$ cat config.mk
export PLATFORM = sky130hd
export DESIGN_NAME = tascr_regs
export DESIGN_NICKNAME = d
export VERILOG_FILES = /design/src/hw/tascr_pkg.sv /design/src/hw/tascr_limit_cmp.sv /design/src/hw/tascr_regs.sv
export SDC_FILE = /design/constraint.sdc
export NUM_CORES = 1
export LEC_CHECK = 0
export ABC_AREA = 1
export CORE_MARGIN = 2
export CORE_UTILIZATION = 35
export CTS_BUF_LIST = sky130_fd_sc_hd__clkbuf_16
export DETAILED_ROUTE_END_ITERATION = 8
export DONT_BUFFER_PORTS = 1
export GPL_TIMING_DRIVEN = 0
export PLACE_DENSITY = 0.56
export SETUP_SLACK_MARGIN = 0.5
export SLEW_MARGIN = 5
export SYNTH_ARGS = -nofsm -noshare
export SYNTH_HDL_FRONTEND = slang
export SYNTH_HIERARCHICAL = 1
export SYNTH_SLANG_ARGS = --single-unit
$ cat constraint.sdc
create_clock -name core_clk -period 2.1 [get_ports core_clk]
set_input_delay 0.315 -clock core_clk [delete_from_list [all_inputs] [get_ports core_clk]]
set_output_delay 0.315 -clock core_clk [all_outputs]
set_load 0.1 [all_outputs]
$ cat src/hw/tascr_pkg.sv
// tascr_pkg: offsets, field positions, reset values and timing for the
// touch converter sequence/limit register bank.
// assumes a single 20 MHz core clock shared by the whole unit.
package tascr_pkg;
    // register offsets (word addresses on the host register port)
    localparam logic [3:0] OFS_SEQ_CFG    = 4'h3;
    localparam logic [3:0] OFS_AUX_HI     = 4'h4;
    localparam logic [3:0] OFS_AUX_LO     = 4'h5;
    localparam logic [3:0] OFS_TEMP_HI    = 4'h6;
    localparam logic [3:0] OFS_TEMP_LO    = 4'h7;
    localparam logic [3:0] OFS_RES_Y      = 4'h8;
    localparam logic [3:0] OFS_RES_X      = 4'h9;
    localparam logic [3:0] OFS_RES_P1     = 4'ha;
    localparam logic [3:0] OFS_RES_P2     = 4'hb;
    localparam logic [3:0] OFS_RES_AUX    = 4'hc;
    localparam logic [3:0] OFS_RES_TEMP   = 4'hd;
    localparam logic [3:0] OFS_IDENT      = 4'he;

    // sequence_and_alert_config field positions
    localparam int BIT_TEMP_MASK  = 15;
    localparam int BIT_AUX_MASK   = 14;
    localparam int BIT_LIMIT_MODE = 13;
    localparam int BIT_GPIO_MASK  = 12;
    localparam int BIT_AUX_LOW    = 11;
    localparam int BIT_AUX_HIGH   = 10;
    localparam int BIT_TEMP_LOW   = 9;
    localparam int BIT_TEMP_HIGH  = 8;
    localparam int BIT_SEL_Y      = 7;
    localparam int BIT_SEL_AUX    = 3;
    localparam int BIT_SEL_BAT    = 2;
    localparam int BIT_SEL_TEMP   = 1;

    // host-writable bits of the config register: masks, mode, selects
    localparam logic [15:0] SEQ_CFG_WR_MASK = 16'hf0fe;
    localparam logic [15:0] REG_RESET       = 16'h0000;
    // identity field: bits [15:12] unused, read as zero
    localparam logic [15:0] IDENT_MASK      = 16'h0fff;

    // channel codes as the sequencer presents them
    localparam logic [2:0] CH_Y    = 3'h0;
    localparam logic [2:0] CH_X    = 3'h1;
    localparam logic [2:0] CH_P1   = 3'h2;
    localparam logic [2:0] CH_P2   = 3'h3;
    localparam logic [2:0] CH_AUX  = 3'h4;
    localparam logic [2:0] CH_BAT  = 3'h5;
    localparam logic [2:0] CH_TEMP = 3'h6;

    // first conversion delay: 128 us per step
    localparam int CLK_PERIOD_NS  = 50;
    localparam int FCD_STEP_NS    = 128000;
    localparam int FCD_STEP_CYC   = (FCD_STEP_NS + CLK_PERIOD_NS - 1) / CLK_PERIOD_NS;
    localparam int DLY_W          = 16;

    typedef enum logic [1:0] {
        TASCR_IDLE   = 2'b00,
        TASCR_SETTLE = 2'b01,
        TASCR_GO     = 2'b10
    } tascr_dly_t;
endpackage

$ cat src/hw/tascr_limit_cmp.sv
// tascr_limit_cmp: compares one result against its high and low limit.
// assumes limits and result are unsigned 16-bit codes.
module tascr_limit_cmp (
    input  wire logic [15:0] result,
    input  wire logic [15:0] high_limit,
    input  wire logic [15:0] low_limit,
    output logic             below_low,
    output logic             above_high
);
    // strict comparisons: equal to a limit is no violation
    assign below_low  = result < low_limit;
    assign above_high = result > high_limit;
endmodule // tascr_limit_cmp

$ cat src/hw/tascr_regs.sv
// tascr_regs: sequence/alert config, limits, results and identity of the
// touch converter, plus channel selection, settle delay and alert pin.
// assumes a simple word register port fed by the serial host decoder,
// and a conversion engine that reports results with a channel code.

module tascr_regs #(
    parameter int FCD_STEP_CYCLES = tascr_pkg::FCD_STEP_CYC
) (
    input  wire logic        core_clk,
    input  wire logic        rst_n,
    // host register port
    input  wire logic [3:0]  reg_addr,
    input  wire logic [15:0] reg_wdata,
    input  wire logic        reg_wr,
    input  wire logic        reg_rd,
    output logic      [15:0] reg_rdata_ff,
    output logic             reg_rvalid_ff,
    // controls held in other registers of the device
    input  wire logic        pen_ind_disable,
    input  wire logic        gpio_enable,
    input  wire logic [3:0]  first_conv_delay,
    // conversion engine side
    input  wire logic        conv_req,
    input  wire logic [2:0]  conv_chan,
    input  wire logic        conv_first,
    output logic             conv_go_ff,
    output logic             settling_ff,
    output logic      [6:0]  seq_channels_ff,
    output logic             aux_pin_gpio_ff,
    input  wire logic        res_wr,
    input  wire logic [2:0]  res_chan,
    input  wire logic [15:0] res_data,
    input  wire logic        seq_done,
    // touch and gpio events
    input  wire logic        touch_active,
    input  wire logic        gpio_event,
    output logic             alert_n_ff
);
    // arbitrary identity value, not that of any real part
    localparam logic [15:0] IDENT_VALUE = 16'h0a5c;

    // config, limit and result storage
    logic [15:0] seq_cfg_ff;
    logic [15:0] aux_hi_ff;
    logic [15:0] aux_lo_ff;
    logic [15:0] temp_hi_ff;
    logic [15:0] temp_lo_ff;
    logic [15:0] res_y_ff;
    logic [15:0] res_x_ff;
    logic [15:0] res_p1_ff;
    logic [15:0] res_p2_ff;
    logic [15:0] res_aux_ff;
    logic [15:0] res_temp_ff;

    // pin-side flags and settle counter
    logic        data_avail_ff;
    logic        gpio_pend_ff;
    logic [tascr_pkg::DLY_W-1:0] dly_cnt_ff;
    tascr_pkg::tascr_dly_t       dly_state_ff;

    // comparator outputs and decoded strobes
    logic        aux_below;
    logic        aux_above;
    logic        temp_below;
    logic        temp_above;
    logic        wr_cfg;
    logic        rd_cfg;
    logic        rd_result;
    logic        aux_res_wr;
    logic        temp_res_wr;

    // combinational next values
    logic [tascr_pkg::DLY_W-1:0] nxt_dly_load;
    logic [15:0] nxt_rdata;
    logic [3:0]  nxt_status;
    logic        nxt_alert_n;
    logic        limit_hit;
    logic [6:0]  nxt_channels;

    assign wr_cfg      = reg_wr && (reg_addr == tascr_pkg::OFS_SEQ_CFG);
    assign rd_cfg      = reg_rd && (reg_addr == tascr_pkg::OFS_SEQ_CFG);
    assign rd_result   = reg_rd && (reg_addr >= tascr_pkg::OFS_RES_Y)
                                && (reg_addr <= tascr_pkg::OFS_RES_TEMP);
    // aux and battery share one result register
    assign aux_res_wr  = res_wr && ((res_chan == tascr_pkg::CH_AUX)
                                 || (res_chan == tascr_pkg::CH_BAT));
    assign temp_res_wr = res_wr && (res_chan == tascr_pkg::CH_TEMP);

    // compare incoming aux/battery result against its limits
    tascr_limit_cmp u_aux_cmp (
        .result     (res_data),
        .high_limit (aux_hi_ff),
        .low_limit  (aux_lo_ff),
        .below_low  (aux_below),
        .above_high (aux_above)
    );

    // compare incoming temperature result against its limits
    tascr_limit_cmp u_temp_cmp (
        .result     (res_data),
        .high_limit (temp_hi_ff),
        .low_limit  (temp_lo_ff),
        .below_low  (temp_below),
        .above_high (temp_above)
    );

    // config: writable masks/mode/selects, sticky status cleared on read
    always_ff @(posedge core_clk or negedge rst_n) begin
        if (!rst_n) begin
            seq_cfg_ff <= tascr_pkg::REG_RESET;
        end else begin
            if (wr_cfg) begin
                seq_cfg_ff[15:12] <= reg_wdata[15:12];
                seq_cfg_ff[7:1]   <= reg_wdata[7:1];
            end
            // bit 0 is unused and always reads zero
            seq_cfg_ff[0] <= 1'b0;
            seq_cfg_ff[tascr_pkg::BIT_AUX_LOW:tascr_pkg::BIT_TEMP_HIGH] <= nxt_status;
        end
    end

    // sticky limit status: a new violation beats the clear by a config read
    always_comb begin
        nxt_status = seq_cfg_ff[tascr_pkg::BIT_AUX_LOW:tascr_pkg::BIT_TEMP_HIGH];
        if (rd_cfg) begin
            nxt_status = 4'h0;
        end
        if (aux_res_wr && aux_below) begin
            nxt_status[3] = 1'b1;
        end
        if (aux_res_wr && aux_above) begin
            nxt_status[2] = 1'b1;
        end
        if (temp_res_wr && temp_below) begin
            nxt_status[1] = 1'b1;
        end
        if (temp_res_wr && temp_above) begin
            nxt_status[0] = 1'b1;
        end
    end

    // limit registers
    always_ff @(posedge core_clk or negedge rst_n) begin
        if (!rst_n) begin
            aux_hi_ff  <= tascr_pkg::REG_RESET;
            aux_lo_ff  <= tascr_pkg::REG_RESET;
            temp_hi_ff <= tascr_pkg::REG_RESET;
            temp_lo_ff <= tascr_pkg::REG_RESET;
        end else if (reg_wr) begin
            case (reg_addr)
                tascr_pkg::OFS_AUX_HI:  aux_hi_ff  <= reg_wdata;
                tascr_pkg::OFS_AUX_LO:  aux_lo_ff  <= reg_wdata;
                tascr_pkg::OFS_TEMP_HI: temp_hi_ff <= reg_wdata;
                tascr_pkg::OFS_TEMP_LO: temp_lo_ff <= reg_wdata;
                default: ;
            endcase
        end
    end

    // result registers, loaded by the conversion engine only
    always_ff @(posedge core_clk or negedge rst_n) begin
        if (!rst_n) begin
            res_y_ff    <= tascr_pkg::REG_RESET;
            res_x_ff    <= tascr_pkg::REG_RESET;
            res_p1_ff   <= tascr_pkg::REG_RESET;
            res_p2_ff   <= tascr_pkg::REG_RESET;
            res_aux_ff  <= tascr_pkg::REG_RESET;
            res_temp_ff <= tascr_pkg::REG_RESET;
        end else if (res_wr) begin
            case (res_chan)
                tascr_pkg::CH_Y:    res_y_ff    <= res_data;
                tascr_pkg::CH_X:    res_x_ff    <= res_data;
                tascr_pkg::CH_P1:   res_p1_ff   <= res_data;
                tascr_pkg::CH_P2:   res_p2_ff   <= res_data;
                tascr_pkg::CH_AUX,
                tascr_pkg::CH_BAT:  res_aux_ff  <= res_data;
                tascr_pkg::CH_TEMP: res_temp_ff <= res_data;
                default: ;
            endcase
        end
    end

    // read mux; unmapped offsets read zero
    always_comb begin
        case (reg_addr)
            tascr_pkg::OFS_SEQ_CFG:  nxt_rdata = seq_cfg_ff;
            tascr_pkg::OFS_AUX_HI:   nxt_rdata = aux_hi_ff;
            tascr_pkg::OFS_AUX_LO:   nxt_rdata = aux_lo_ff;
            tascr_pkg::OFS_TEMP_HI:  nxt_rdata = temp_hi_ff;
            tascr_pkg::OFS_TEMP_LO:  nxt_rdata = temp_lo_ff;
            // results from the conversion engine
            tascr_pkg::OFS_RES_Y:    nxt_rdata = res_y_ff;
            tascr_pkg::OFS_RES_X:    nxt_rdata = res_x_ff;
            tascr_pkg::OFS_RES_P1:   nxt_rdata = res_p1_ff;
            tascr_pkg::OFS_RES_P2:   nxt_rdata = res_p2_ff;
            tascr_pkg::OFS_RES_AUX:  nxt_rdata = res_aux_ff;
            tascr_pkg::OFS_RES_TEMP: nxt_rdata = res_temp_ff;
            tascr_pkg::OFS_IDENT:    nxt_rdata = IDENT_VALUE & tascr_pkg::IDENT_MASK;
            default:                 nxt_rdata = 16'h0000;
        endcase
    end

    // read data register, valid one cycle after the read strobe
    always_ff @(posedge core_clk or negedge rst_n) begin
        if (!rst_n) begin
            reg_rdata_ff  <= 16'h0000;
            reg_rvalid_ff <= 1'b0;
        end else begin
            reg_rvalid_ff <= reg_rd;
            if (reg_rd) begin
                reg_rdata_ff <= nxt_rdata;
            end
        end
    end

    // effective channel list after aux/battery arbitration
    always_comb begin
        nxt_channels = seq_cfg_ff[7:1];
        // gpio use of the shared pin drops both analog channels
        if (gpio_enable) begin
            nxt_channels[tascr_pkg::BIT_SEL_AUX - 1] = 1'b0;
            nxt_channels[tascr_pkg::BIT_SEL_BAT - 1] = 1'b0;
        end else if (seq_cfg_ff[tascr_pkg::BIT_SEL_BAT]) begin
            nxt_channels[tascr_pkg::BIT_SEL_AUX - 1] = 1'b0;
        end
    end

    // channel list and shared pin function to the sequencer
    always_ff @(posedge core_clk or negedge rst_n) begin
        if (!rst_n) begin
            seq_channels_ff <= 7'h00;
            aux_pin_gpio_ff <= 1'b0;
        end else begin
            seq_channels_ff <= nxt_channels;
            aux_pin_gpio_ff <= gpio_enable;
        end
    end

    // settle time: (code + 1) steps of 128 us
    assign nxt_dly_load = tascr_pkg::DLY_W'(({12'h000, first_conv_delay} + 16'h0001)
                                            * FCD_STEP_CYCLES);

    // first conversion delay ahead of touch channels and first conversion
    always_ff @(posedge core_clk or negedge rst_n) begin
        if (!rst_n) begin
            dly_state_ff <= tascr_pkg::TASCR_IDLE;
            dly_cnt_ff   <= '0;
            conv_go_ff   <= 1'b0;
            settling_ff  <= 1'b0;
        end else begin
            conv_go_ff <= 1'b0;
            case (dly_state_ff)
                tascr_pkg::TASCR_IDLE: begin
                    // touch channels and the first conversion wait to settle
                    if (conv_req) begin
                        if (conv_first || (conv_chan <= tascr_pkg::CH_P2)) begin
                            dly_cnt_ff   <= nxt_dly_load;
                            settling_ff  <= 1'b1;
                            dly_state_ff <= tascr_pkg::TASCR_SETTLE;
                        end else begin
                            dly_state_ff <= tascr_pkg::TASCR_GO;
                        end
                    end
                end
                tascr_pkg::TASCR_SETTLE: begin
                    // last step reached: hand over to the start pulse
                    if (dly_cnt_ff <= 16'h0001) begin
                        settling_ff  <= 1'b0;
                        dly_state_ff <= tascr_pkg::TASCR_GO;
                    end else begin
                        dly_cnt_ff <= dly_cnt_ff - 16'h0001;
                    end
                end
                tascr_pkg::TASCR_GO: begin
                    // one-cycle start pulse, then back to idle
                    conv_go_ff   <= 1'b1;
                    dly_state_ff <= tascr_pkg::TASCR_IDLE;
                end
                default: dly_state_ff <= tascr_pkg::TASCR_IDLE;
            endcase
        end
    end

    // data available: set at end of sequence, cleared by a result read
    always_ff @(posedge core_clk or negedge rst_n) begin
        if (!rst_n) begin
            data_avail_ff <= 1'b0;
        end else begin
            data_avail_ff <= seq_done || (data_avail_ff && !rd_result);
        end
    end

    // gpio alert pending: sticky, cleared on config read, set wins
    always_ff @(posedge core_clk or negedge rst_n) begin
        if (!rst_n) begin
            gpio_pend_ff <= 1'b0;
        end else begin
            gpio_pend_ff <= gpio_event || (gpio_pend_ff && !rd_cfg);
        end
    end

    // unmasked limit sources
    assign limit_hit =
        (!seq_cfg_ff[tascr_pkg::BIT_TEMP_MASK]
            && (seq_cfg_ff[tascr_pkg::BIT_TEMP_LOW] || seq_cfg_ff[tascr_pkg::BIT_TEMP_HIGH]))
        || (!seq_cfg_ff[tascr_pkg::BIT_AUX_MASK]
            && (seq_cfg_ff[tascr_pkg::BIT_AUX_LOW] || seq_cfg_ff[tascr_pkg::BIT_AUX_HIGH]))
        || (!seq_cfg_ff[tascr_pkg::BIT_GPIO_MASK] && gpio_pend_ff);

    // shared output: pen indicator, data available, or limit alert
    always_comb begin
        if (!pen_ind_disable) begin
            nxt_alert_n = !touch_active;
        end else if (!seq_cfg_ff[tascr_pkg::BIT_LIMIT_MODE]) begin
            nxt_alert_n = !data_avail_ff;
        end else begin
            nxt_alert_n = !limit_hit;
        end
    end

    // registered pin drive, idle high
    always_ff @(posedge core_clk or negedge rst_n) begin
        if (!rst_n) begin
            alert_n_ff <= 1'b1;
        end else begin
            alert_n_ff <= nxt_alert_n;
        end
    end
endmodule // tascr_regs

* After elaboration in Yosys (flattened, before gate mapping)
Index checks and enable logic that the tools add are counted.
** Cells by class
- Add/sub/neg operators :: 2
- Multiply operators :: 1
- Div/mod/pow operators :: 0
- $lt $le $gt $ge :: 8
- Equal/unequal tests :: 24
- Shift-type cells :: 0
- Multiplexer cells :: 24
- Bitwise gates (word level) :: 0
- Reductions and logical operators :: 52
** Operator list (count)
- 16-bit one-hot mux with 12 select lines :: 1
- 16-bit two-way mux :: 3
- 16-bit > comparator :: 2
- 16-bit less-than comparator :: 2
- 16-bit one-hot mux with 2 select lines :: 1
- 4-bit equality test, second input constant :: 7
- 2-bit AND reduction :: 11
- 4-bit by 3-bit equality test with 1-bit output, second input constant :: 4
- 16-bit by 1-bit less-or-equal comparator with 1-bit output, second input constant :: 1
- 16-bit by 1-bit subtractor with 16-bit output, second input constant :: 1
- 1-bit logical AND :: 15
- 1-bit two-way mux :: 13
- 2-bit nonzero test :: 5
- 3-bit equality test, second input constant :: 3
- 1-bit logical NOT :: 8
- 1-bit logical OR :: 8
- 2-bit inequality test, second input constant :: 4
- 4-bit AND reduction :: 2
- 5-bit by 3-bit multiplier with 7-bit output, second input constant :: 1
- 3-bit by 2-bit equality test with 1-bit output, second input constant :: 2
- 2-bit two-way mux :: 3
- 4-bit by 1-bit adder with 5-bit output, second input constant :: 1
- 4-bit by 2-bit equality test with 1-bit output, second input constant :: 1
- 4-bit greater-or-equal comparator, second input constant :: 1
- 11 further kinds :: 11
** Word-level totals
- Flip-flop bits (word level) :: 223
- Latch bits :: 0
- Memory bits (writable) :: 0
- Bits in read-only memories :: 0
- Bits of input ports :: 58
- Output and inout port bits :: 28
- Memories :: 0

* Logic depth before layout (Yosys ltp)
Gate-level depths: netlist of the first run.
- Depth in word-level cells :: 7
- Gate-level depth with buffers :: 15

* By module
The synthesis of the first run kept the hierarchy.
** By module, submodules not included
- tascr_regs :: times used 1, cells each 1226, area an instance 10176.0 µm², sequential area each 5581.6 µm²
- tascr_limit_cmp :: times used 2, cells each 137, area an instance 835.8 µm², sequential area each 0.0 µm²

* Worst setup path after synthesis of the first run
No wires, ideal clock.
- Kind :: input to register
- From :: input port first_conv_delay[0]
- To :: register dly_cnt_ff[14] (netlist name)
- Setup time :: 0.117 ns
- Data arrival time :: 1.800 ns
- Setup slack :: 0.184 ns
- Cell stages on the path :: 10
- Path through :: ha_1 -> xor2_1 -> ha_1 -> inv_1 -> fa_1 -> nand3b_1 -> nand3_1 -> nand2_1 -> nand2_1 -> nand2_1
** Between the ends
- Cells in the longest elaborated chain, start to end :: 5
** Ends and longest elaborated chain
- start, declared :: line tascr_regs.sv:21 : input wire logic [3:0] first_conv_delay,
- 4-bit by 1-bit adder with 5-bit output :: line tascr_regs.sv:240 : assign nxt_dly_load = tascr_pkg::DLY_W'(({12'h000, first_conv_delay} + 16'h0001)
- 5-bit by 3-bit multiplier with 7-bit output :: line tascr_regs.sv:241 : * FCD_STEP_CYCLES);
- 16-bit two-way mux :: line tascr_regs.sv:256 : if (conv_first || (conv_chan <= tascr_pkg::CH_P2)) begin
- 16-bit two-way mux :: line tascr_regs.sv:255 : if (conv_req) begin
- 16-bit one-hot mux with 2 select lines :: line tascr_regs.sv:252 : case (dly_state_ff)
- end signal, assigned :: line tascr_regs.sv:257 : dly_cnt_ff <= nxt_dly_load;
- end signal, assigned :: line tascr_regs.sv:271 : dly_cnt_ff <= dly_cnt_ff - 16'h0001;
- end, declared :: line tascr_regs.sv:58 : logic [tascr_pkg::DLY_W-1:0] dly_cnt_ff;
Every way passes these cells. The select of a mux whose other input is x is not followed.
A chain may end at the register's enable or synchronous reset.

* Worst setup path after layout of the first run
- From :: register alert_n_ff
- To :: output port alert_n_ff
** RTL lines
- start, declared :: line tascr_regs.sv:37 : output logic alert_n_ff
- start signal, assigned :: line tascr_regs.sv:326 : alert_n_ff <= nxt_alert_n;
No word-level cell between the ends.

==> results of run 1 <==
-- power by group --
group	leakage (nW)	total [W]	switching [W]	internal, W
combinational	3.78	0.00390	0.00221	0.00169
sequential	2.76	0.00652	0.00132	0.00521
clock	0.433	0.00441	0.00185	0.00256
total	6.98	0.0148	0.00538	0.00946
-- what timing repair did --
action | CTS | global route
gates resized for setup | 47 | 58
hold endpoints to repair | 236 | 223
gates cloned | 1 | 2
endpoints found under the setup margin | 49 | 21
buffers inserted | 18 | 42
pin swaps | 6 | 26
-- metal layers --
metal	part of all wire (%)	track usage (%)
met1	43	31.9
met2	44	35.8
met5	0	0
met4	4.0	8.60
met3	9.4	6.27
-- synth_stat cells --
cell,instances,share of area (%)
sky130_fd_sc_hd__a21o_1,3,0.19
sky130_fd_sc_hd__a21oi_1,31,1.3
sky130_fd_sc_hd__a21oi_2,4,0.30
sky130_fd_sc_hd__a31oi_1,4,0.21
sky130_fd_sc_hd__buf_2,37,1.6
sky130_fd_sc_hd__buf_4,3,0.19
sky130_fd_sc_hd__buf_6,1,0.095
sky130_fd_sc_hd__clkbuf_1,27,0.86
sky130_fd_sc_hd__clkinv_1,3,0.095
sky130_fd_sc_hd__dfrtp_1,222,47
sky130_fd_sc_hd__dfstp_2,1,0.22
sky130_fd_sc_hd__fa_1,1,0.17
sky130_fd_sc_hd__ha_1,68,7.2
sky130_fd_sc_hd__inv_1,159,5.0
sky130_fd_sc_hd__inv_2,8,0.25
sky130_fd_sc_hd__nand2_1,387,12
sky130_fd_sc_hd__nand2_2,1,0.053
sky130_fd_sc_hd__nand3_1,194,8.2
sky130_fd_sc_hd__nand3b_1,2,0.13
sky130_fd_sc_hd__nand4_1,30,1.6
sky130_fd_sc_hd__nor2_1,62,2.0
sky130_fd_sc_hd__nor2_2,9,0.48
sky130_fd_sc_hd__nor2_4,3,0.29
sky130_fd_sc_hd__nor3_1,9,0.38
sky130_fd_sc_hd__nor3_2,2,0.17
sky130_fd_sc_hd__o2111ai_1,3,0.22
sky130_fd_sc_hd__o211ai_1,1,0.063
sky130_fd_sc_hd__o21ai_0,137,5.8
sky130_fd_sc_hd__o21ai_1,81,3.4
sky130_fd_sc_hd__o21bai_1,1,0.063
sky130_fd_sc_hd__o22ai_1,1,0.053
sky130_fd_sc_hd__o31ai_1,1,0.063
sky130_fd_sc_hd__or2_2,1,0.053
sky130_fd_sc_hd__xnor2_1,1,0.074
sky130_fd_sc_hd__xor2_1,2,0.15
-- path summary, 6_finish.rpt --
kind,from,end,cells after the start
min reg2reg,seq_cfg_ff[4],seq_channels_ff[3],0
min in group core_clk,reg_wdata[0],temp_hi_ff[0],2
max,alert_n_ff,alert_n_ff,0
max reg2reg,dly_cnt_ff[1],dly_cnt_ff[8],10
min,rst_n,temp_hi_ff[10],0
max in group asynchronous,rst_n,aux_pin_gpio_ff,0
-- worst reg2reg max path, stage by stage (launching register included) --
cell and delay [ps]:
sky130_fd_sc_hd__dfrtp_1 390, sky130_fd_sc_hd__inv_2 110, sky130_fd_sc_hd__ha_4 160, sky130_fd_sc_hd__o21ai_2 50
sky130_fd_sc_hd__nor2_1 120, sky130_fd_sc_hd__nand3_2 130, sky130_fd_sc_hd__nand2_4 120, sky130_fd_sc_hd__nand2_8 100
sky130_fd_sc_hd__buf_8 170, sky130_fd_sc_hd__a21oi_1 120, sky130_fd_sc_hd__nor2_1 60
-- cells by family after synthesis --
kind of cell,Yosys count,share of synthesized area [%]
DFF,223,47.1
buffers and inverters,238,8.09
adders and majority gates,69,7.35
AOI/OAI and AO/OA,267,11.7
xor gates and xnor gates,3,0.222
and+or+nand+nor,700,25.5
-- final cells by class --
cell class | instances | area (µm²)
Fill cell | 3418 | 19300
Timing Repair Buffer | 71 | 601
Clock buffer | 27 | 676
Inverter | 170 | 643
Multi-Input combinational cell | 1040 | 5600
Sequential cell | 223 | 5620
Clock inverter | 21 | 148
Tap cell | 448 | 561
Buffer | 68 | 335
-- through the flow --
stage | total power, W | instances | utilization, % | setup WS (ps) | hold slack [ps]
after floorplan | 0.00849 | 1500 | - | 283 | 19.4
after global placement | 0.00929 | 1948 | 37.2 | 180 | 36.2
after detailed placement | 0.00940 | 1948 | 37.2 | 160 | 34.6
after CTS | 0.0142 | 2024 | 40.7 | 434 | -529
after global routing | 0.0156 | 2068 | 42.4 | 354 | -527
final | 0.0148 | 2068 | 42.4 | 454 | -502
==> impl_metrics.tcl, run 1 <==
set metrics [dict create \
    status "finished with violations" \
    violations "hold timing" \
    cts.root.buffer_cell "sky130_fd_sc_hd__clkbuf_16" \
    drtAntennaViolNets 0 \
    fin_tns_setup_ps 0 \
    min_period_ps 1650 \
    overall_global_routing_usage_pct 23.4 \
    final_common_cell "sky130_fd_sc_hd__nand2_1" \
    postSynthNetCount 1627 \
    holdBufCountCts 9 \
    setup_viol_count_final 0 \
    final.setup_skew_ps 12.9 \
    timing_worst_slew_pin_value_ps 864 \
    layout.cells.most_common_list "377 x sky130_fd_sc_hd__nand2_1, 193 x sky130_fd_sc_hd__dfrtp_1, 190 x sky130_fd_sc_hd__nand3_1, 154 x sky130_fd_sc_hd__inv_1, 132 x sky130_fd_sc_hd__o21ai_0" \
    via_count 11000 \
    synth_area_um2 11800 \
    buffers_on_ports 0 \
    routability_driven_placement_congestion_ratio 0.904 \
    detailed_place.area_um2 12400 \
    placeableCoreArea_um2 33400 \
    fmax_mhz 607 \
    worst_max_slew_margin_expressed_relative_to_the_limit_pct 42.4 \
    synth-seq-area-share_pct 47.1 \
    detailedRoute.firstPassIterationCount 5 \
    criticalPathCategory "reg2out" \
    fp.dieArea_um2 35300 \
    crit_path_max_fanout 1 \
    cp.arrival_ps 1330 \
    post_drt_wl_per_cell_um 20.5 \
    syn_avg_cell_area_um2 7.90 \
    pwr_density_cell_nw_per_um2 1050 \
    cts-buffers-inserted 26 \
    grt_start_max_net_pins 224 \
    leakage_power_nw 6.98 \
    detailedPlacementHpwl_mm 29.8 \
    post-route-drc-count 0 \
    timing.reg2reg.setup_slack_ps 460 \
    timing.hold.worst.class "in2async" \
    layout.cell_area.non_filler_um2 14200 \
    diodes 0 \
    type_of_element_launching_the_critical_path "register" \
    clock_sink_count 223 \
    die_w_um 188 \
    clock_tree.buffer_depth 3 \
    yosys_warnings 6 \
    final.period_utilization_pct 78.4 \
    areaGrowthSynthToFinish_pct 19.8 \
    syn-instance-count 1500 \
    slew_violations 0 \
    report.final.hold_viol_count 223 \
    wl_mm 42.3 \
    grt_overflow_total 0 \
    htree_levels 1 \
    rows 67 \
    post_synth_num_cell_types 35 \
    max-cap-violations 0 \
    grt_setup_unrepaired "true" \
    tritoncts "done" \
    grt_first_pass_wirelength_mm 63.0 \
    post_route_cells_drive_above_1_share_pct 15.7 \
    postSynthRegisterBits 223 \
    first_global_vias 10300 \
    antenna_violations_before_repair 0 \
    clkLatencyLatePin_ps 530 \
    clkSlewWorstSetupHoldPaths_ps 60 \
    starting_density_of_the_core_pct 35.4 \
    endpoint_kind "output port" \
    vias_per_cell 5.31 \
    drtIter0Drc 993 \
    num_io_pins 86 \
    fin_hold_ws_ps -502 \
    cp.required_ps 1780 \
    die_y_extent_um 188 \
    worst_ir_drop_vdd_mv 0.910 \
    fin_nets 1727 \
]
(Power assumes the default switching activity.)
==> run 2: changes to the inputs <==
PLACE_DENSITY = 0.58   (was 0.56)
clock period = 1.4 ns   (was 2.1 ns; I/O delays follow)
==> impl_metrics.tcl, run 2 (synthesis gave the netlist of run 1 again) <==
set metrics [dict create \
    rows 67 \
    detailedRoute.firstPassIterationCount 5 \
    final.setup_skew_ps 14.6 \
    buffers_on_ports 0 \
    most_repeated_library_cell_on_the_critical_path "sky130_fd_sc_hd__o21ai_2" \
    tritoncts "done" \
    final.setup.worst_slack_ps -179 \
    violations "hold timing, setup timing" \
    grt_setup_unrepaired "true" \
    worstPathCellList "inv_2 -> ha_4 -> o21ai_2 -> nor2_2 -> nand3_2 -> nand2_2 -> nand2_4 -> buf_6 -> inv_8 -> o21ai_2 -> nand2_1" \
    cpPeakStageDelay_ps 380 \
    detailedPlacementHpwl_mm 30.2 \
    fillerInstances 3166 \
    grt_overflow_total 0 \
    antenna_violations_before_repair 0 \
    pwr_density_cell_nw_per_um2 1450 \
    post_drt_wl_per_cell_um 21.0 \
    endpoint_kind "register" \
    clock_tree.buffer_depth 3 \
    crit_path_max_fanout 7 \
    timing_worst_slew_pin_value_ps 751 \
    timing.hold.worst.class "in2async" \
    clock_sink_count 223 \
    cts-buffers-inserted 26 \
    max-cap-violations 0 \
    final.period_utilization_pct 113 \
    fin_hold_ws_ps -618 \
    cp.arrival_ps 2000 \
    post-route-drc-count 0 \
    overall_global_routing_usage_pct 24.9 \
    num_io_pins 86 \
    grt_first_pass_wirelength_mm 66.7 \
    final-seq-area_um2 5690 \
    report.final.hold_viol_count 242 \
    worst_ir_drop_vdd_mv 0.782 \
    criticalPathCategory "reg2reg" \
    cts.root.buffer_cell "sky130_fd_sc_hd__clkbuf_16" \
    setup_viol_count_final 24 \
    fp.dieArea_um2 35300 \
    first_global_vias 10900 \
    layout.cells.most_common_list "341 x sky130_fd_sc_hd__nand2_1, 192 x sky130_fd_sc_hd__dfrtp_1, 140 x sky130_fd_sc_hd__inv_1, 137 x sky130_fd_sc_hd__nand3_1, 110 x sky130_fd_sc_hd__o21ai_0" \
    htree_levels 1 \
    post_route_cells_drive_above_1_share_pct 26.8 \
    clkSlewWorstSetupHoldPaths_ps 60 \
    vias_per_cell 5.39 \
    drtAntennaViolNets 0 \
    starting_density_of_the_core_pct 35.4 \
    via_count 11400 \
    type_of_element_launching_the_critical_path "register" \
    status "finished with violations" \
    placeableCoreArea_um2 33400 \
    worst_max_slew_margin_expressed_relative_to_the_limit_pct 50.0 \
    post-layout-total-power_w 0.0232 \
    fin_nets 1778 \
    clkLatencyLatePin_ps 540 \
    drtIter0Drc 1185 \
    fmax_mhz 633 \
    cp.required_ps 1820 \
    multiInputGateArea_um2 6500 \
    leakage_power_nw 7.48 \
    wl_mm 44.4 \
    worst-path-buf-inv 3 \
    final_common_cell "sky130_fd_sc_hd__nand2_1" \
    die_y_extent_um 188 \
    areaGrowthSynthToFinish_pct 35.3 \
    grt_start_max_net_pins 224 \
    diodes 0 \
    die_w_um 188 \
    slew_violations 0 \
    routability_driven_placement_congestion_ratio 0.887 \
    min_period_ps 1580 \
    critPathSlowestCell "sky130_fd_sc_hd__dfrtp_1" \
    crit_family "simple AND/OR/NAND/NOR gates" \
]
[run 2: path summary, 6_finish.rpt]
check	startpoint	cells after the start	endpoint	slack, ps
setup reg to reg	dly_cnt_ff[0]	11	dly_cnt_ff[10]	-180
hold / removal	rst_n	0	aux_hi_ff[9]	-620
hold reg to reg	seq_cfg_ff[4]	0	seq_channels_ff[3]	420
max in group asynchronous	rst_n	0	settling_ff	1580
min in group core_clk	reg_wr	3	seq_cfg_ff[15]	-100
setup / recovery	dly_cnt_ff[0]	11	dly_cnt_ff[10]	-180
[run 2: worst reg2reg max path: cells and delay by family, from the launching register on]
family | cells | cell delay (ps)
compound gates | 2 | 250
simple gates | 5 | 420
flops | 1 | 380
fa+ha+maj | 1 | 170
buf+inv | 3 | 250
[run 2: area by class of cell]
type                       count  area share, %
tap                          448           3.50
sequential                   223           35.5
multi-input combinational   1040           40.6
clock buffer                  27           4.21
buffer                        68           3.73
clock inverter                21          0.913
inverter                     170           4.22
timing repair buffer         122           7.37
[run 2: where the power goes]
group | internal (W) | switching, W
sequential | 0.00788 | 0.00201
combinational | 0.00298 | 0.00365
clock | 0.00383 | 0.00282
total | 0.0147 | 0.00848
[run 2: layer usage]
metal / vias up / wire length (µm) / GRT usage (%)
met5: - / 0 / 0
met4: 0 / 1620 / 8.63
met3: 87 / 4180 / 4.88
met2: 474 / 19800 / 38.1
met1: 5590 / 18800 / 35.1
li1: 5270 / - / -
[run 2: repair_timing]
action / in CTS / in global routing
endpoints found under the hold margin: 415 / 240
hold buffers: 47 / 4
pin swaps: 69 / 61
cloned: 2 / 0
buffers inserted: 51 / 20
setup endpoints to repair: 68 / 121
resized for setup: 177 / 106
[run 2: stage by stage]
stage	instance area, µm²	TNS, ps	utilization, %	cells	setup WS, ps
global placement	13000	-8170	38.9	1948	-397
CTS	15400	-2560	46.2	2096	-146
global route	16000	-4810	47.9	2119	-275
floorplan	12500	-1460	-	1500	-308
finish	16000	-3060	47.9	2119	-179
detailed placement	13000	-8580	38.9	1948	-417
==> run 3: changes to the inputs <==
CORE_MARGIN = 4   (was 2)
SKIP_CTS_REPAIR_TIMING = 1   (was unset)
==> impl_metrics.tcl, run 3 (synthesis gave the netlist of run 1 again) <==
set metrics [dict create \
    status "finished with violations" \
    violations "hold timing, setup timing" \
    clock_tree.buffer_depth 3 \
    htree_levels 1 \
    placeableCoreArea_um2 33400 \
    grt_first_pass_wirelength_mm 63.3 \
    post_drt_wl_per_cell_um 21.0 \
    detailedPlacementHpwl_mm 30.5 \
    criticalPathCategory "reg2reg" \
    post_route_cells_drive_above_1_share_pct 24.3 \
    layout.cells.most_common_list "347 x sky130_fd_sc_hd__nand2_1, 189 x sky130_fd_sc_hd__dfrtp_1, 152 x sky130_fd_sc_hd__nand3_1, 145 x sky130_fd_sc_hd__inv_1, 113 x sky130_fd_sc_hd__o21ai_0" \
    p_comb_share_pct 28.4 \
    detailedRoute.firstPassIterationCount 5 \
    final.setup.worst_slack_ps -236 \
    pwr_density_cell_nw_per_um2 1450 \
    clock_sink_count 223 \
    final.period_utilization_pct 117 \
    setup_viol_count_final 35 \
    net-switching-power_w 0.00838 \
    antenna_violations_before_repair 2 \
    timing.hold.worst.class "in2async" \
    slew_violations 0 \
    power.share.clock_pct 27.9 \
    fp.dieArea_um2 36900 \
    cp.required_ps 1820 \
    first_global_vias 10200 \
    switching_part_of_the_total_pct 36.8 \
    clkLatencyLatePin_ps 540 \
    final.setup_skew_ps 9.50 \
    cp.arrival_ps 2060 \
    endpoint_kind "register" \
    min_period_ps 1640 \
    vias_per_cell 5.33 \
    wl_mm 44.0 \
    grt_start_max_net_pins 224 \
    tritoncts "done" \
    leakage_power_nw 7.31 \
    post-layout-total-power_w 0.0228 \
    grt_setup_unrepaired "true" \
    timing_worst_slew_pin_value_ps 722 \
    num_io_pins 86 \
    worst_max_slew_margin_expressed_relative_to_the_limit_pct 51.8 \
    crit_path_max_fanout 5 \
    starting_density_of_the_core_pct 35.4 \
    final_common_cell "sky130_fd_sc_hd__nand2_1" \
    die_w_um 192 \
    fmax_mhz 611 \
    overall_global_routing_usage_pct 22.7 \
    power.share.sequential_pct 43.7 \
    post-route-drc-count 0 \
    report.final.hold_viol_count 249 \
    worst_ir_drop_vdd_mv 0.843 \
    rows 67 \
    clkSlewWorstSetupHoldPaths_ps 60 \
    cts.root.buffer_cell "sky130_fd_sc_hd__clkbuf_16" \
    drtAntennaViolNets 0 \
    via_count 11200 \
    buffers_on_ports 0 \
    type_of_element_launching_the_critical_path "register" \
    die_y_extent_um 192 \
    max-cap-violations 0 \
    cts-buffers-inserted 26 \
    drtIter0Drc 1195 \
    grt_overflow_total 0 \
    fin_hold_ws_ps -614 \
    fin_nets 1759 \
    internal_power_of_the_cells_w 0.0144 \
    areaGrowthSynthToFinish_pct 32.1 \
    routability_driven_placement_congestion_ratio 0.927 \
]
## run 3: changes by cell type in the layout (fill, tap and decap cells not counted), sizes merged
| cell | previous run | this run |
|---|---|---|
| diode | 0 | 2 |
| dlymetal6s4s | 2 | 0 |
| clkinv | 15 | 13 |
| nand2 | 388 | 389 |
| bufinv | 2 | 1 |
| inv | 172 | 171 |
| clkbuf | 53 | 56 |
| buf | 115 | 99 |
| dlygate4sd3 | 47 | 42 |
## run 3: power by group through the flow
stage          clock network (W)  registers (W)  logic (W)
2_1_floorplan                  0        0.00953    0.00351
3_3_place_gp                   0        0.00990    0.00437
3_5_place_dp                   0        0.00994    0.00450
4_1_cts                  0.00648        0.00984    0.00452
5_1_grt                  0.00673         0.0101    0.00716
6_report                 0.00636        0.00994    0.00646
## run 3: area by class of cell
type                    instances  area, µm²
inverters                     170        674
flip-flops and latches        223       5690
diodes                          2       5.00
well taps                     448        561
clock buffers                  27        676
multi-input cells            1041       6370
clock inverters                17        103
fillers                      3201      17800
repair buffers                102        966
plain buffers                  68        601
## run 3: final timing paths
check	end	startpoint	slack (ps)	depth (start not counted)
hold reg to reg	seq_channels_ff[3]	seq_cfg_ff[4]	430	0
setup reg to reg	dly_cnt_ff[7]	dly_cnt_ff[1]	-240	10
hold / removal	aux_hi_ff[13]	rst_n	-610	0
setup / recovery	dly_cnt_ff[7]	dly_cnt_ff[1]	-240	10
max in group asynchronous	seq_channels_ff[3]	rst_n	1570	0
min in group core_clk	aux_hi_ff[15]	reg_wr	-90	3
## run 3: per-stage QoR
step / util (%) / std cells / setup slack [ps] / area (µm²) / setup TNS, ps
2_1_floorplan: - / 1500 / -308 / 12500 / -1460
5_1_grt: 46.8 / 2098 / -310 / 15600 / -6740
3_5_place_dp: 38.9 / 1948 / -458 / 13000 / -7770
6_report: 46.8 / 2098 / -236 / 15600 / -4530
3_3_place_gp: 38.9 / 1948 / -407 / 13000 / -7680
4_1_cts: 41.3 / 1992 / -344 / 13800 / -7290
## run 3: routing by layer
metal	part of all wire (%)	vias up	global-route usage, %
li1	-	5228	-
met1	43	5421	31.4
met2	45	444	35.0
met3	8.5	82	6.18
met4	3.3	0	6.56
met5	0	-	0
## run 3: critical path, cell delays in order (launching register included)
cell	delay (ps)
sky130_fd_sc_hd__dfrtp_1	390
sky130_fd_sc_hd__inv_2	110
sky130_fd_sc_hd__ha_4	170
sky130_fd_sc_hd__o21ai_2	50
sky130_fd_sc_hd__nor2_1	130
sky130_fd_sc_hd__nand3_2	120
sky130_fd_sc_hd__nand2_4	140
sky130_fd_sc_hd__nand2_8	90
sky130_fd_sc_hd__buf_8	150
sky130_fd_sc_hd__a21oi_2	120
sky130_fd_sc_hd__nor2_1	50
